File: config.mk
export PLATFORM = sky130hd
export DESIGN_NAME = iwd_watchdog
export DESIGN_NICKNAME = d
export VERILOG_FILES = /design/src/inc/iwd_pkg.sv /design/src/design/iwd_watchdog.sv /design/src/design/iwd_divider.sv
export VERILOG_INCLUDE_DIRS = /design/src /design/src/inc
export SDC_FILE = /design/constraint.sdc
export NUM_CORES = 1
export LEC_CHECK = 0
export ABC_AREA = 1
export BUFFER_PORTS_ARGS = -buffer_cell sky130_fd_sc_hd__buf_2
export CAP_MARGIN = 30
export CORE_MARGIN = 10
export CORE_UTILIZATION = 30
export DETAILED_ROUTE_END_ITERATION = 10
export GPL_TIMING_DRIVEN = 0
export PLACE_DENSITY = 0.52
export SLEW_MARGIN = 20
export SYNTH_ARGS = -nofsm -noshare
export SYNTH_HDL_FRONTEND = slang
export SYNTH_SLANG_ARGS = --single-unit
File: constraint.sdc
create_clock -name core_clk -period 3.1 [get_ports core_clk]
set_input_delay 0.62 -clock core_clk [delete_from_list [all_inputs] [get_ports core_clk]]
set_output_delay 0.62 -clock core_clk [all_outputs]
set_load 0.005 [all_outputs]
File: src/inc/iwd_defines.svh
`ifndef IWD_DEFINES_SVH
`define IWD_DEFINES_SVH

// register offsets
`define IWD_ADDR_UNIT_CTRL    16'h0565
`define IWD_ADDR_TIMEOUT      16'h0566
// field positions
`define IWD_UNIT_SECONDS_BIT  7
// reset values
`define IWD_TIMEOUT_RST       8'h00
`define IWD_UNIT_CTRL_RST     8'h00
// timing
`define IWD_CLK_HZ            100000000
`define IWD_TICK_S            1
`define IWD_TICK_CYCLES       (`IWD_CLK_HZ * `IWD_TICK_S)
`define IWD_SECS_PER_MIN      60
`define IWD_CPU_RST_CYCLES    16

`endif

File: src/inc/iwd_pkg.sv
package iwd_pkg;
	typedef logic [15:0] iwd_addr_t;
	typedef logic [7:0]  iwd_byte_t;
	typedef enum logic [1:0] {
		IWD_IDLE  = 2'b00,
		IWD_COUNT = 2'b01,
		IWD_RESET = 2'b11
	} iwd_state_t;
endpackage : iwd_pkg

File: src/design/iwd_watchdog.sv
`timescale 1ns/10ps
`include "iwd_defines.svh"
module iwd_watchdog #(
	parameter int unsigned TICK_CYCLES = `IWD_TICK_CYCLES
) (
	// clock and reset
	input  wire logic            core_clk,
	input  wire logic            arst_n,
	// boot default, sampled after reset release
	input  wire logic            boot_en,
	input  wire iwd_pkg::iwd_byte_t boot_timeout,
	input  wire logic            boot_seconds,
	// i/o port access, synchronous strobes
	input  wire iwd_pkg::iwd_addr_t io_addr,
	input  wire logic            io_wr,
	input  wire logic            io_rd,
	input  wire iwd_pkg::iwd_byte_t io_wdata,
	output iwd_pkg::iwd_byte_t   io_rdata,
	output logic                 io_rvalid,
	// status and reset out
	output logic                 wdt_active,
	output logic                 cpu_rst
);
	import iwd_pkg::*;

	iwd_state_t state_ff, nxt_state;
	iwd_byte_t  timeout_ff, nxt_timeout;
	iwd_byte_t  remain_ff, nxt_remain;
	iwd_byte_t  rdata_ff, nxt_rdata;
	logic       unit_sec_ff, nxt_unit_sec;
	logic       boot_done_ff;
	logic [5:0] min_ff, nxt_min;
	logic [4:0] rst_ff, nxt_rst;
	logic       rvalid_ff, active_ff, cpu_rst_ff;

	// registers decoded straight from the port address
	wire sel_ctrl  = (io_addr == `IWD_ADDR_UNIT_CTRL);
	wire sel_tmo   = (io_addr == `IWD_ADDR_TIMEOUT);
	wire wr_ctrl   = io_wr && sel_ctrl;
	wire wr_tmo    = io_wr && sel_tmo;
	wire boot_load = !boot_done_ff && boot_en;
	wire restart   = wr_tmo || boot_load;
	wire sec_tick;

	// seconds time base; restarted by service so a unit is whole
	iwd_divider #(
		.LIMIT   (TICK_CYCLES)
	) u_div (
		.core_clk(core_clk),
		.arst_n  (arst_n),
		.restart (restart),
		.tick    (sec_tick)
	);

	wire min_end  = (min_ff == 6'(`IWD_SECS_PER_MIN - 1));
	wire unit_end = sec_tick && (unit_sec_ff || min_end);
	wire expire   = (state_ff == IWD_COUNT) && unit_end &&
		(remain_ff == 8'h01);

	assign nxt_unit_sec = wr_ctrl ? io_wdata[`IWD_UNIT_SECONDS_BIT] :
		(boot_load ? boot_seconds : unit_sec_ff);
	assign nxt_timeout  = wr_tmo ? io_wdata :
		(boot_load ? boot_timeout : timeout_ff);
	assign nxt_min = (restart || unit_sec_ff) ? 6'h00 :
		(sec_tick ? (min_end ? 6'h00 : min_ff + 6'h01) : min_ff);
	assign nxt_rst = (state_ff == IWD_RESET) ? rst_ff - 5'h01 :
		5'(`IWD_CPU_RST_CYCLES);
	// reads: bit 7 of control, other bits zero
	assign nxt_rdata = sel_ctrl ?
		{unit_sec_ff, 7'h00} : (sel_tmo ? timeout_ff : 8'h00);

	always_comb begin
		nxt_state  = state_ff;
		nxt_remain = remain_ff;
		case (state_ff)
			IWD_IDLE: begin
				if (restart && nxt_timeout != 8'h00) begin
					nxt_state  = IWD_COUNT;
					nxt_remain = nxt_timeout;
				end
			end
			IWD_COUNT: begin
				if (restart) begin
					nxt_remain = nxt_timeout;
					if (nxt_timeout == 8'h00)
						nxt_state = IWD_IDLE;
				end else if (expire) begin
					nxt_state = IWD_RESET;
				end else if (unit_end) begin
					nxt_remain = remain_ff - 8'h01;
				end
			end
			IWD_RESET: begin
				// pulse stretched, then dormant until rewritten
				if (rst_ff == 5'h01) begin
					nxt_state = IWD_IDLE;
				end
			end
			default: begin
				nxt_state = IWD_IDLE;
			end
		endcase
	end

	always_ff @(posedge core_clk or negedge arst_n) begin
		if (!arst_n) begin
			state_ff     <= IWD_IDLE;
			timeout_ff   <= `IWD_TIMEOUT_RST;
			remain_ff    <= 8'h00;
			unit_sec_ff  <= 1'b0;
			boot_done_ff <= 1'b0;
			min_ff       <= 6'h00;
			rst_ff       <= 5'h00;
			rdata_ff     <= 8'h00;
			rvalid_ff    <= 1'b0;
			active_ff    <= 1'b0;
			cpu_rst_ff   <= 1'b0;
		end else begin
			state_ff     <= nxt_state;
			timeout_ff   <= nxt_timeout;
			remain_ff    <= nxt_remain;
			unit_sec_ff  <= nxt_unit_sec;
			boot_done_ff <= 1'b1;
			min_ff       <= nxt_min;
			rst_ff       <= nxt_rst;
			rdata_ff     <= io_rd ? nxt_rdata : 8'h00;
			rvalid_ff    <= io_rd;
			active_ff    <= (nxt_state == IWD_COUNT);
			cpu_rst_ff   <= (nxt_state == IWD_RESET);
		end
	end

	assign io_rdata   = rdata_ff;
	assign io_rvalid  = rvalid_ff;
	assign wdt_active = active_ff;
	assign cpu_rst    = cpu_rst_ff;
endmodule : iwd_watchdog

File: src/design/iwd_divider.sv
`timescale 1ns/10ps
// free counter giving a one-cycle enable every LIMIT cycles
module iwd_divider #(
	parameter int unsigned LIMIT = 100
) (
	// clock and reset
	input  wire logic core_clk,
	input  wire logic arst_n,
	// control
	input  wire logic restart,
	// enable out
	output logic      tick
);
	localparam int unsigned W = (LIMIT > 1) ? $clog2(LIMIT) : 1;
	localparam logic [W-1:0] LAST = W'(LIMIT - 1);

	logic [W-1:0] cnt_ff;
	logic [W-1:0] nxt_cnt;
	logic         tick_ff;
	wire          at_last = (cnt_ff == LAST);

	assign nxt_cnt = (restart || at_last) ? '0 : cnt_ff + W'(1);
	assign tick    = tick_ff;

	always_ff @(posedge core_clk or negedge arst_n) begin
		if (!arst_n) begin
			cnt_ff  <= '0;
			tick_ff <= 1'b0;
		end else begin
			cnt_ff  <= nxt_cnt;
			tick_ff <= at_last && !restart;
		end
	end
endmodule : iwd_divider

==> results of run 1 <==
[power groups by stage]
| stage | clock network [mW] | registers [mW] | logic, mW |
|---|---|---|---|
| final | 1.15 | 1.05 | 0.372 |
| after detailed placement | 0 | 1.07 | 0.375 |
| after CTS | 1.17 | 1.05 | 0.376 |
| after global placement | 0 | 1.06 | 0.365 |
| after global routing | 1.21 | 1.06 | 0.439 |
| after floorplan | 0 | 1.05 | 0.270 |
[placed cells by master, fill, tap and decap left out, drive strengths merged]
cell	Yosys	routed
nand3	31	31
o21bai	1	1
and2	1	1
conb	1	1
clkinv	1	2
nand2	107	107
or2	1	1
nand3b	1	1
nor3	34	34
o211ai	1	1
o21a	2	2
nor4	2	2
dfrtp	70	70
nor3b	5	5
clkbuf	0	13
nand4	12	12
xnor2	9	9
nor2	55	55
bufinv	0	2
a31oi	1	1
xor2	11	11
buf	6	54
o21ai	27	27
inv	78	78
mux2i	1	1
ha	6	6
a21oi	17	17
[metal layers]
| metal | track usage, % | up-vias | share of wire, % |
|---|---|---|---|
| met5 | 0 | - | 0 |
| met4 | 4.35 | 0 | 1.7 |
| met3 | 1.99 | 13 | 3.1 |
| met2 | 18.3 | 40 | 52 |
| met1 | 12.3 | 1516 | 44 |
| li1 | - | 1647 | - |
[cells by family after synthesis]
kind of cell	after synthesis	share of synthesized area, %
other cells	1	0.0968
xor+xnor	20	4.52
fa+ha+maj	6	1.94
mux	1	0.258
compound gates	49	7.01
flops	70	45.2
buf+inv	85	8.82
simple gates	249	32.1
[per-stage QoR]
stage / util [%] / hold slack (ns)
final: 37.2 / 0.197
after global routing: 37.2 / 0.223
after CTS: 37.2 / 0.205
after detailed placement: 34.5 / 0.489
after global placement: 34.3 / 0.475
after floorplan: - / 0.324
[area by class of cell]
class | instances | share of cell area [%]
sequential | 70 | 37.4
timing repair buffer | 48 | 5.66
tap | 172 | 4.59
inverter | 79 | 6.35
clock buffer | 13 | 5.76
clock inverter | 3 | 1.39
buffer | 6 | 0.934
multi-input combinational | 326 | 38.0
[worst max-delay path, stage by stage (launching register included)]
cell     delay, ns
dfrtp_1       0.35
ha_1          0.17
inv_1         0.07
nor3_1        0.13
nand3_1       0.12
a21oi_1       0.35
nand2_1       0.16
a21oi_4       0.33
nand2_4       0.13
nand2_1       0.08
nand2_1       0.05
[state kept, by name (all words and copies together) (netlist names), 2 cells and up]
name / count
min_ff: 6
timeout_ff: 8
rst_ff: 5
remain_ff: 8
u_div.cnt_ff: 27
state_ff: 2
io_rdata: 8
[worst paths after layout]
check | cells past startpoint | from | endpoint
setup / recovery | 10 | min_ff[1] | remain_ff[3]
hold / removal | 1 | arst_n | min_ff[2]
setup reg to reg | 10 | min_ff[1] | remain_ff[3]
hold reg to reg | 1 | rst_ff[4] | rst_ff[4]
max in group asynchronous | 2 | arst_n | u_div.cnt_ff[20]
min in group core_clk | 1 | io_rd | io_rvalid
==> impl_metrics.toml, run 1 <==
[run_status]
outcome = "complete, no violations"

[clock_network]
numCtsBuffers = 9
tritoncts = "done"
cts_hold_repair.buffers = 0
postCtsSetupBuffers = 0
htree_num_levels = 3
worstSkewPairLatency_ns = 0.33
cts_buffer_depth = 2
cts_root_buf = "clkbuf_16"
cts_resized = 0
cts_sinks = 70
clk_pin_slew_ns = 0.06

[floorplan]
initial_utilization_pct = 30.7
row_count = 41
io_pins = 49
core_area_mm2 = 0.0126
die_w_um = 134
die_h_um = 134
die_area_mm2 = 0.0179

[global_routing]
grt_max_degree = 47
first_global_vias = 3232
antenna_found_initial = 0
globalRoute.totalOverflow = 0
grt_pass1_wl_mm = 15.3
grt.total_usage_pct = 10.5

[power_and_ir_drop]
peakVddDrop_v = 0.000305
pwr-share-clk_pct = 44.8
p_seq_share_pct = 40.7
combPwrFrac_pct = 14.5
p_sw_uw = 670
p_int_mw = 1.91
powerDensity_mw_per_mm2 = 549
p_sw_share_pct = 26.0
total_power_mw = 2.57
leakagePower_nw = 2.27

[sta]
finalHoldViolations = 0
rsz0062_at_grt = "false"
setup_viol = 0
setup-tns-final_ns = 0
fin_crit_ns = 2.05
final.period_utilization_pct = 66.2
finalClockSkew_ns = 0.00876
max_freq_ghz = 0.487
maxSlewViolCount = 0
setup_ws_ns = 1.05

[place]
placedCellCount = 701
dpl.hpwl_mm = 6.95
port_buffers = 47
post_dp_cell_area_mm2 = 0.00435
dpl_worst_slack_ns = 0.865
gp_congestion = 0.812

[logic_synthesis]
yosysWarnings = 0
syn_avg_cell_area_um2 = 8.05
synth.distinct_cells = 41
ys_seq_area_share_pct = 45.2
yosys.area.top_type = "dfrtp_1"
ys_ff_latch = 70
syn_inst = 481
synth_common_cells = "95 x nand2_1, 76 x inv_1, 70 x dfrtp_1, 43 x nor2_1, 32 x nor3_1"
synth-async-reset-ratio_pct = 100
synth_top_area_share_pct = 45.2
yosysMostFrequentCell = "nand2_1"
synth.area.top_cells = "dfrtp_1 45%, nand2_1 9.2%, inv_1 7.4%"
synth_flop_cell = "dfrtp_1"
synth_enable_flop_cells = 0
synth_nets = 525
synth_area_mm2 = 0.00387

[routing]
drcViolationCount = 0
viasPerCell = 4.49
wl_mm = 9.01
vias = 3216
wl_per_cell_um = 12.6
dr.pass1.iters = 6
drt_iter0_markers = 209
antenna_left = 0

[final_layout]
final_cell_area_mm2 = 0.00469
multiInputGateArea_mm2 = 0.00178
seqCellArea_mm2 = 0.00175
layout-drive-gt1-share_pct = 19.4
fin_nets = 584
fill_cells = 1353
final_cell_count_no_fill = 717
area_growth_pct = 21.1
diodes = 0

[worst_setup_path]
cp_max_fo = 9
crit_path_start_kind = "register"
end_kind = "register"
crit_arrival_ns = 2.28
reg2reg_slack_ns = 1.05
setup.worst_path.class = "register to register"
worstPathRequired_ns = 3.32

[hold_path]
min_path_type = "input pin to asynchronous set/reset pin"

[job]
maxCapViolCount = 0
Note: power is estimated with default switching activity, not from simulation.
==> inputs of run 2 (changes only) <==
--- a/config.mk
+++ b/config.mk
@@ -6,14 +6,14 @@
 export SDC_FILE = /design/constraint.sdc
 export NUM_CORES = 1
 export LEC_CHECK = 0
-export ABC_AREA = 1
+export ABC_AREA = 0
 export BUFFER_PORTS_ARGS = -buffer_cell sky130_fd_sc_hd__buf_2
 export CAP_MARGIN = 30
 export CORE_MARGIN = 10
 export CORE_UTILIZATION = 30
 export DETAILED_ROUTE_END_ITERATION = 10
 export GPL_TIMING_DRIVEN = 0
-export PLACE_DENSITY = 0.52
+export PLACE_DENSITY = 0.54
 export SLEW_MARGIN = 20
 export SYNTH_ARGS = -nofsm -noshare
 export SYNTH_HDL_FRONTEND = slang
==> constraint.sdc (replaced) <==
create_clock -name core_clk -period 1.8 [get_ports core_clk]
set_input_delay 0.36 -clock core_clk [delete_from_list [all_inputs] [get_ports core_clk]]
set_output_delay 0.36 -clock core_clk [all_outputs]
set_load 0.005 [all_outputs]
==> impl_metrics.toml, run 2 <==
[place]
post_dp_cell_area_mm2 = 0.00431
dpl_worst_slack_ns = -0.415
gp_congestion = 0.871
port_buffers = 48
dpl.hpwl_mm = 7.24

[logic_synthesis]
synth_common_cells = "70 x dfrtp_1, 49 x nor2_1, 39 x nand2_1, 19 x a21oi_1, 19 x nand3_1"
synth_area_mm2 = 0.00380
synth-async-reset-ratio_pct = 100
synthXorXnorAreaFrac_pct = 6.22
yosysMostFrequentCell = "dfrtp_1"
syn_inst = 391
ys_seq_area_share_pct = 46.1
yosys.area.top_type = "dfrtp_1"
synth.area.top_cells = "dfrtp_1 46%, nor2_1 4.8%, nand2_1 3.9%"
yosysWarnings = 0
yosys-mux-area-fraction_pct = 3.56
synth_enable_flop_cells = 0
synth_flop_cell = "dfrtp_1"
synth_top_area_share_pct = 46.1
synthSimpleGateAreaFrac_pct = 26.4
synth_compound_area_share_pct = 11.9
synth.distinct_cells = 64
synth_top_family_by_area = "simple AND/OR/NAND/NOR gates"
syn_avg_cell_area_um2 = 9.72
ys_ff_latch = 70
synthAdderAreaFrac_pct = 1.98
synth_nets = 435

[routing]
antenna_left = 0
wl_mm = 10.3
drt_iter0_markers = 245
wl_per_cell_um = 15.7
viasPerCell = 5.01
vias = 3273
drcViolationCount = 0
dr.pass1.iters = 4

[sta]
setup_viol = 15
setup_ws_ns = -0.0772
rsz0062_at_grt = "true"
finalClockSkew_ns = 0.00722
setup-tns-final_ns = -0.225
worst_slew_pin_slew_ns = 0.508
maxSlewViolCount = 0
max_freq_ghz = 0.533
finalHoldViolations = 0
final.period_utilization_pct = 104
maxSlewHeadroom_pct = 65.7
fin_crit_ns = 1.88

[power_and_ir_drop]
peakVddDrop_v = 0.000423
powerDensity_mw_per_mm2 = 838
leakagePower_nw = 2.17

[clock_network]
tritoncts = "done"
clk_pin_slew_ns = 0.05
cts_root_buf = "clkbuf_16"
worstSkewPairLatency_ns = 0.34
htree_num_levels = 3
cts_buffer_depth = 2
cts_sinks = 70
numCtsBuffers = 9

[worst_setup_path]
end_kind = "register"
crit_path_start_kind = "input pin"
slowest_delay_ns = 0.54
reg2reg_slack_ns = -0.02
setup.worst_path.start = "boot_timeout[6]"
slowest_stage = "or4_4"
rr_startpoint = "u_div.cnt_ff[0]"
cp_max_fo = 8
rr_endpoint = "u_div.cnt_ff[12]"
rr_worst_depth = 7
setup.worst_path.class = "input pin to register"
crit_arrival_ns = 2.09
critPathCapture = "remain_ff[1]"
worstPathRequired_ns = 2.02
crit_path_cell_trace = "buf_6 > or4_4 > o311a_1 > o21ai_2 > and3_4 > buf_8 > mux2_4"

[hold_path]
min_path_type = "input pin to register"
min_from = "io_rd"

[floorplan]
die_h_um = 133
core_area_mm2 = 0.0125
initial_utilization_pct = 30.4
row_count = 41
die_area_mm2 = 0.0176
io_pins = 49
die_w_um = 133

[final_layout]
final_cell_area_mm2 = 0.00509
diodes = 0
multiInputGateArea_mm2 = 0.00217
regMostFlops = "u_div.cnt_ff"
layout-drive-gt1-share_pct = 34.1
fill_cells = 1260
layout_commonest_cell = "dfrtp_1"
utilization_pct = 40.6
fin_nets = 521
area_growth_pct = 33.9
seqCellArea_mm2 = 0.00176
largest_reg_flops = 27
layout_common_cells = "67 x dfrtp_1, 45 x buf_2, 38 x nand2_1"

[global_routing]
grt_pass1_wl_mm = 17.1
first_global_vias = 3391
grt.total_usage_pct = 11.8
antenna_found_initial = 0
globalRoute.totalOverflow = 0
grt_max_degree = 46

[job]
maxCapViolCount = 0

[run_status]
violations = "setup timing"
outcome = "finished with violations"
-- run 2: report_power, final --
| part | internal, mW | total, mW | leakage [nW] | switching (mW) |
|---|---|---|---|---|
| clock network | 0.997 | 1.65 | 0.131 | 0.658 |
| registers | 1.71 | 1.86 | 0.915 | 0.153 |
| logic | 0.357 | 0.748 | 1.13 | 0.391 |
| total | 3.06 | 4.26 | 2.17 | 1.20 |
-- run 2: worst min path at each step --
stage / endpoint / cells past startpoint
detailed placement: u_div.cnt_ff[23] / 1
CTS: io_rvalid / 1
floorplan: boot_done_ff / 0
global route: io_rvalid / 1
global placement: io_rdata[0] / 1
finish: io_rvalid / 1
-- run 2: cell families (layout without fill, tap and decap cells) --
logic type      Yosys count  after routing
fa+ha+maj                 6              6
simple gates            187            187
buf+inv                  23            113
mux                      13             13
compound gates           64             64
flops                    70             70
xor+xnor                 27             27
other cells               1              1
-- run 2: cell type report --
type | instances | area share (%)
Multi-Input combinational cell | 298 | 42.7
Inverter | 9 | 0.664
Clock buffer | 12 | 5.04
Clock inverter | 3 | 0.394
Tap cell | 172 | 4.23
Sequential cell | 70 | 34.5
Buffer | 13 | 2.46
Timing Repair Buffer | 76 | 9.96
-- run 2: timing repair --
action / in CTS / in global routing
hold buffers: 1 / 0
pin swaps: 19 / 24
endpoints found under the setup margin: 34 / 37
endpoints found under the hold margin: 25 / 0
setup buffers: 9 / 15
gates resized for setup: 26 / 55
gates cloned: 2 / 0
-- run 2: per-layer routing --
layer	global-route usage, %	wire length [um]
met5	0	0
met4	3.18	112
met3	4.58	691
met2	18.2	4770
met1	14.9	4690
-- run 2: through the flow --
stage               instances  hold slack, ns  power [mW]
floorplan                 391          0.0644        2.25
global placement          611           0.472        2.47
detailed placement        612           0.303        2.49
CTS                       638           0.140        4.24
global route              653           0.141        4.49
finish                    653           0.145        4.26
-- run 2: worst max-delay path: cells and delay by family --
kind | cells | cell delay (ns)
AND/OR/NAND/NOR | 2 | 0.76
AO/OA/AOI/OAI | 2 | 0.47
multiplexers | 1 | 0.29
buffers and inverters | 2 | 0.21
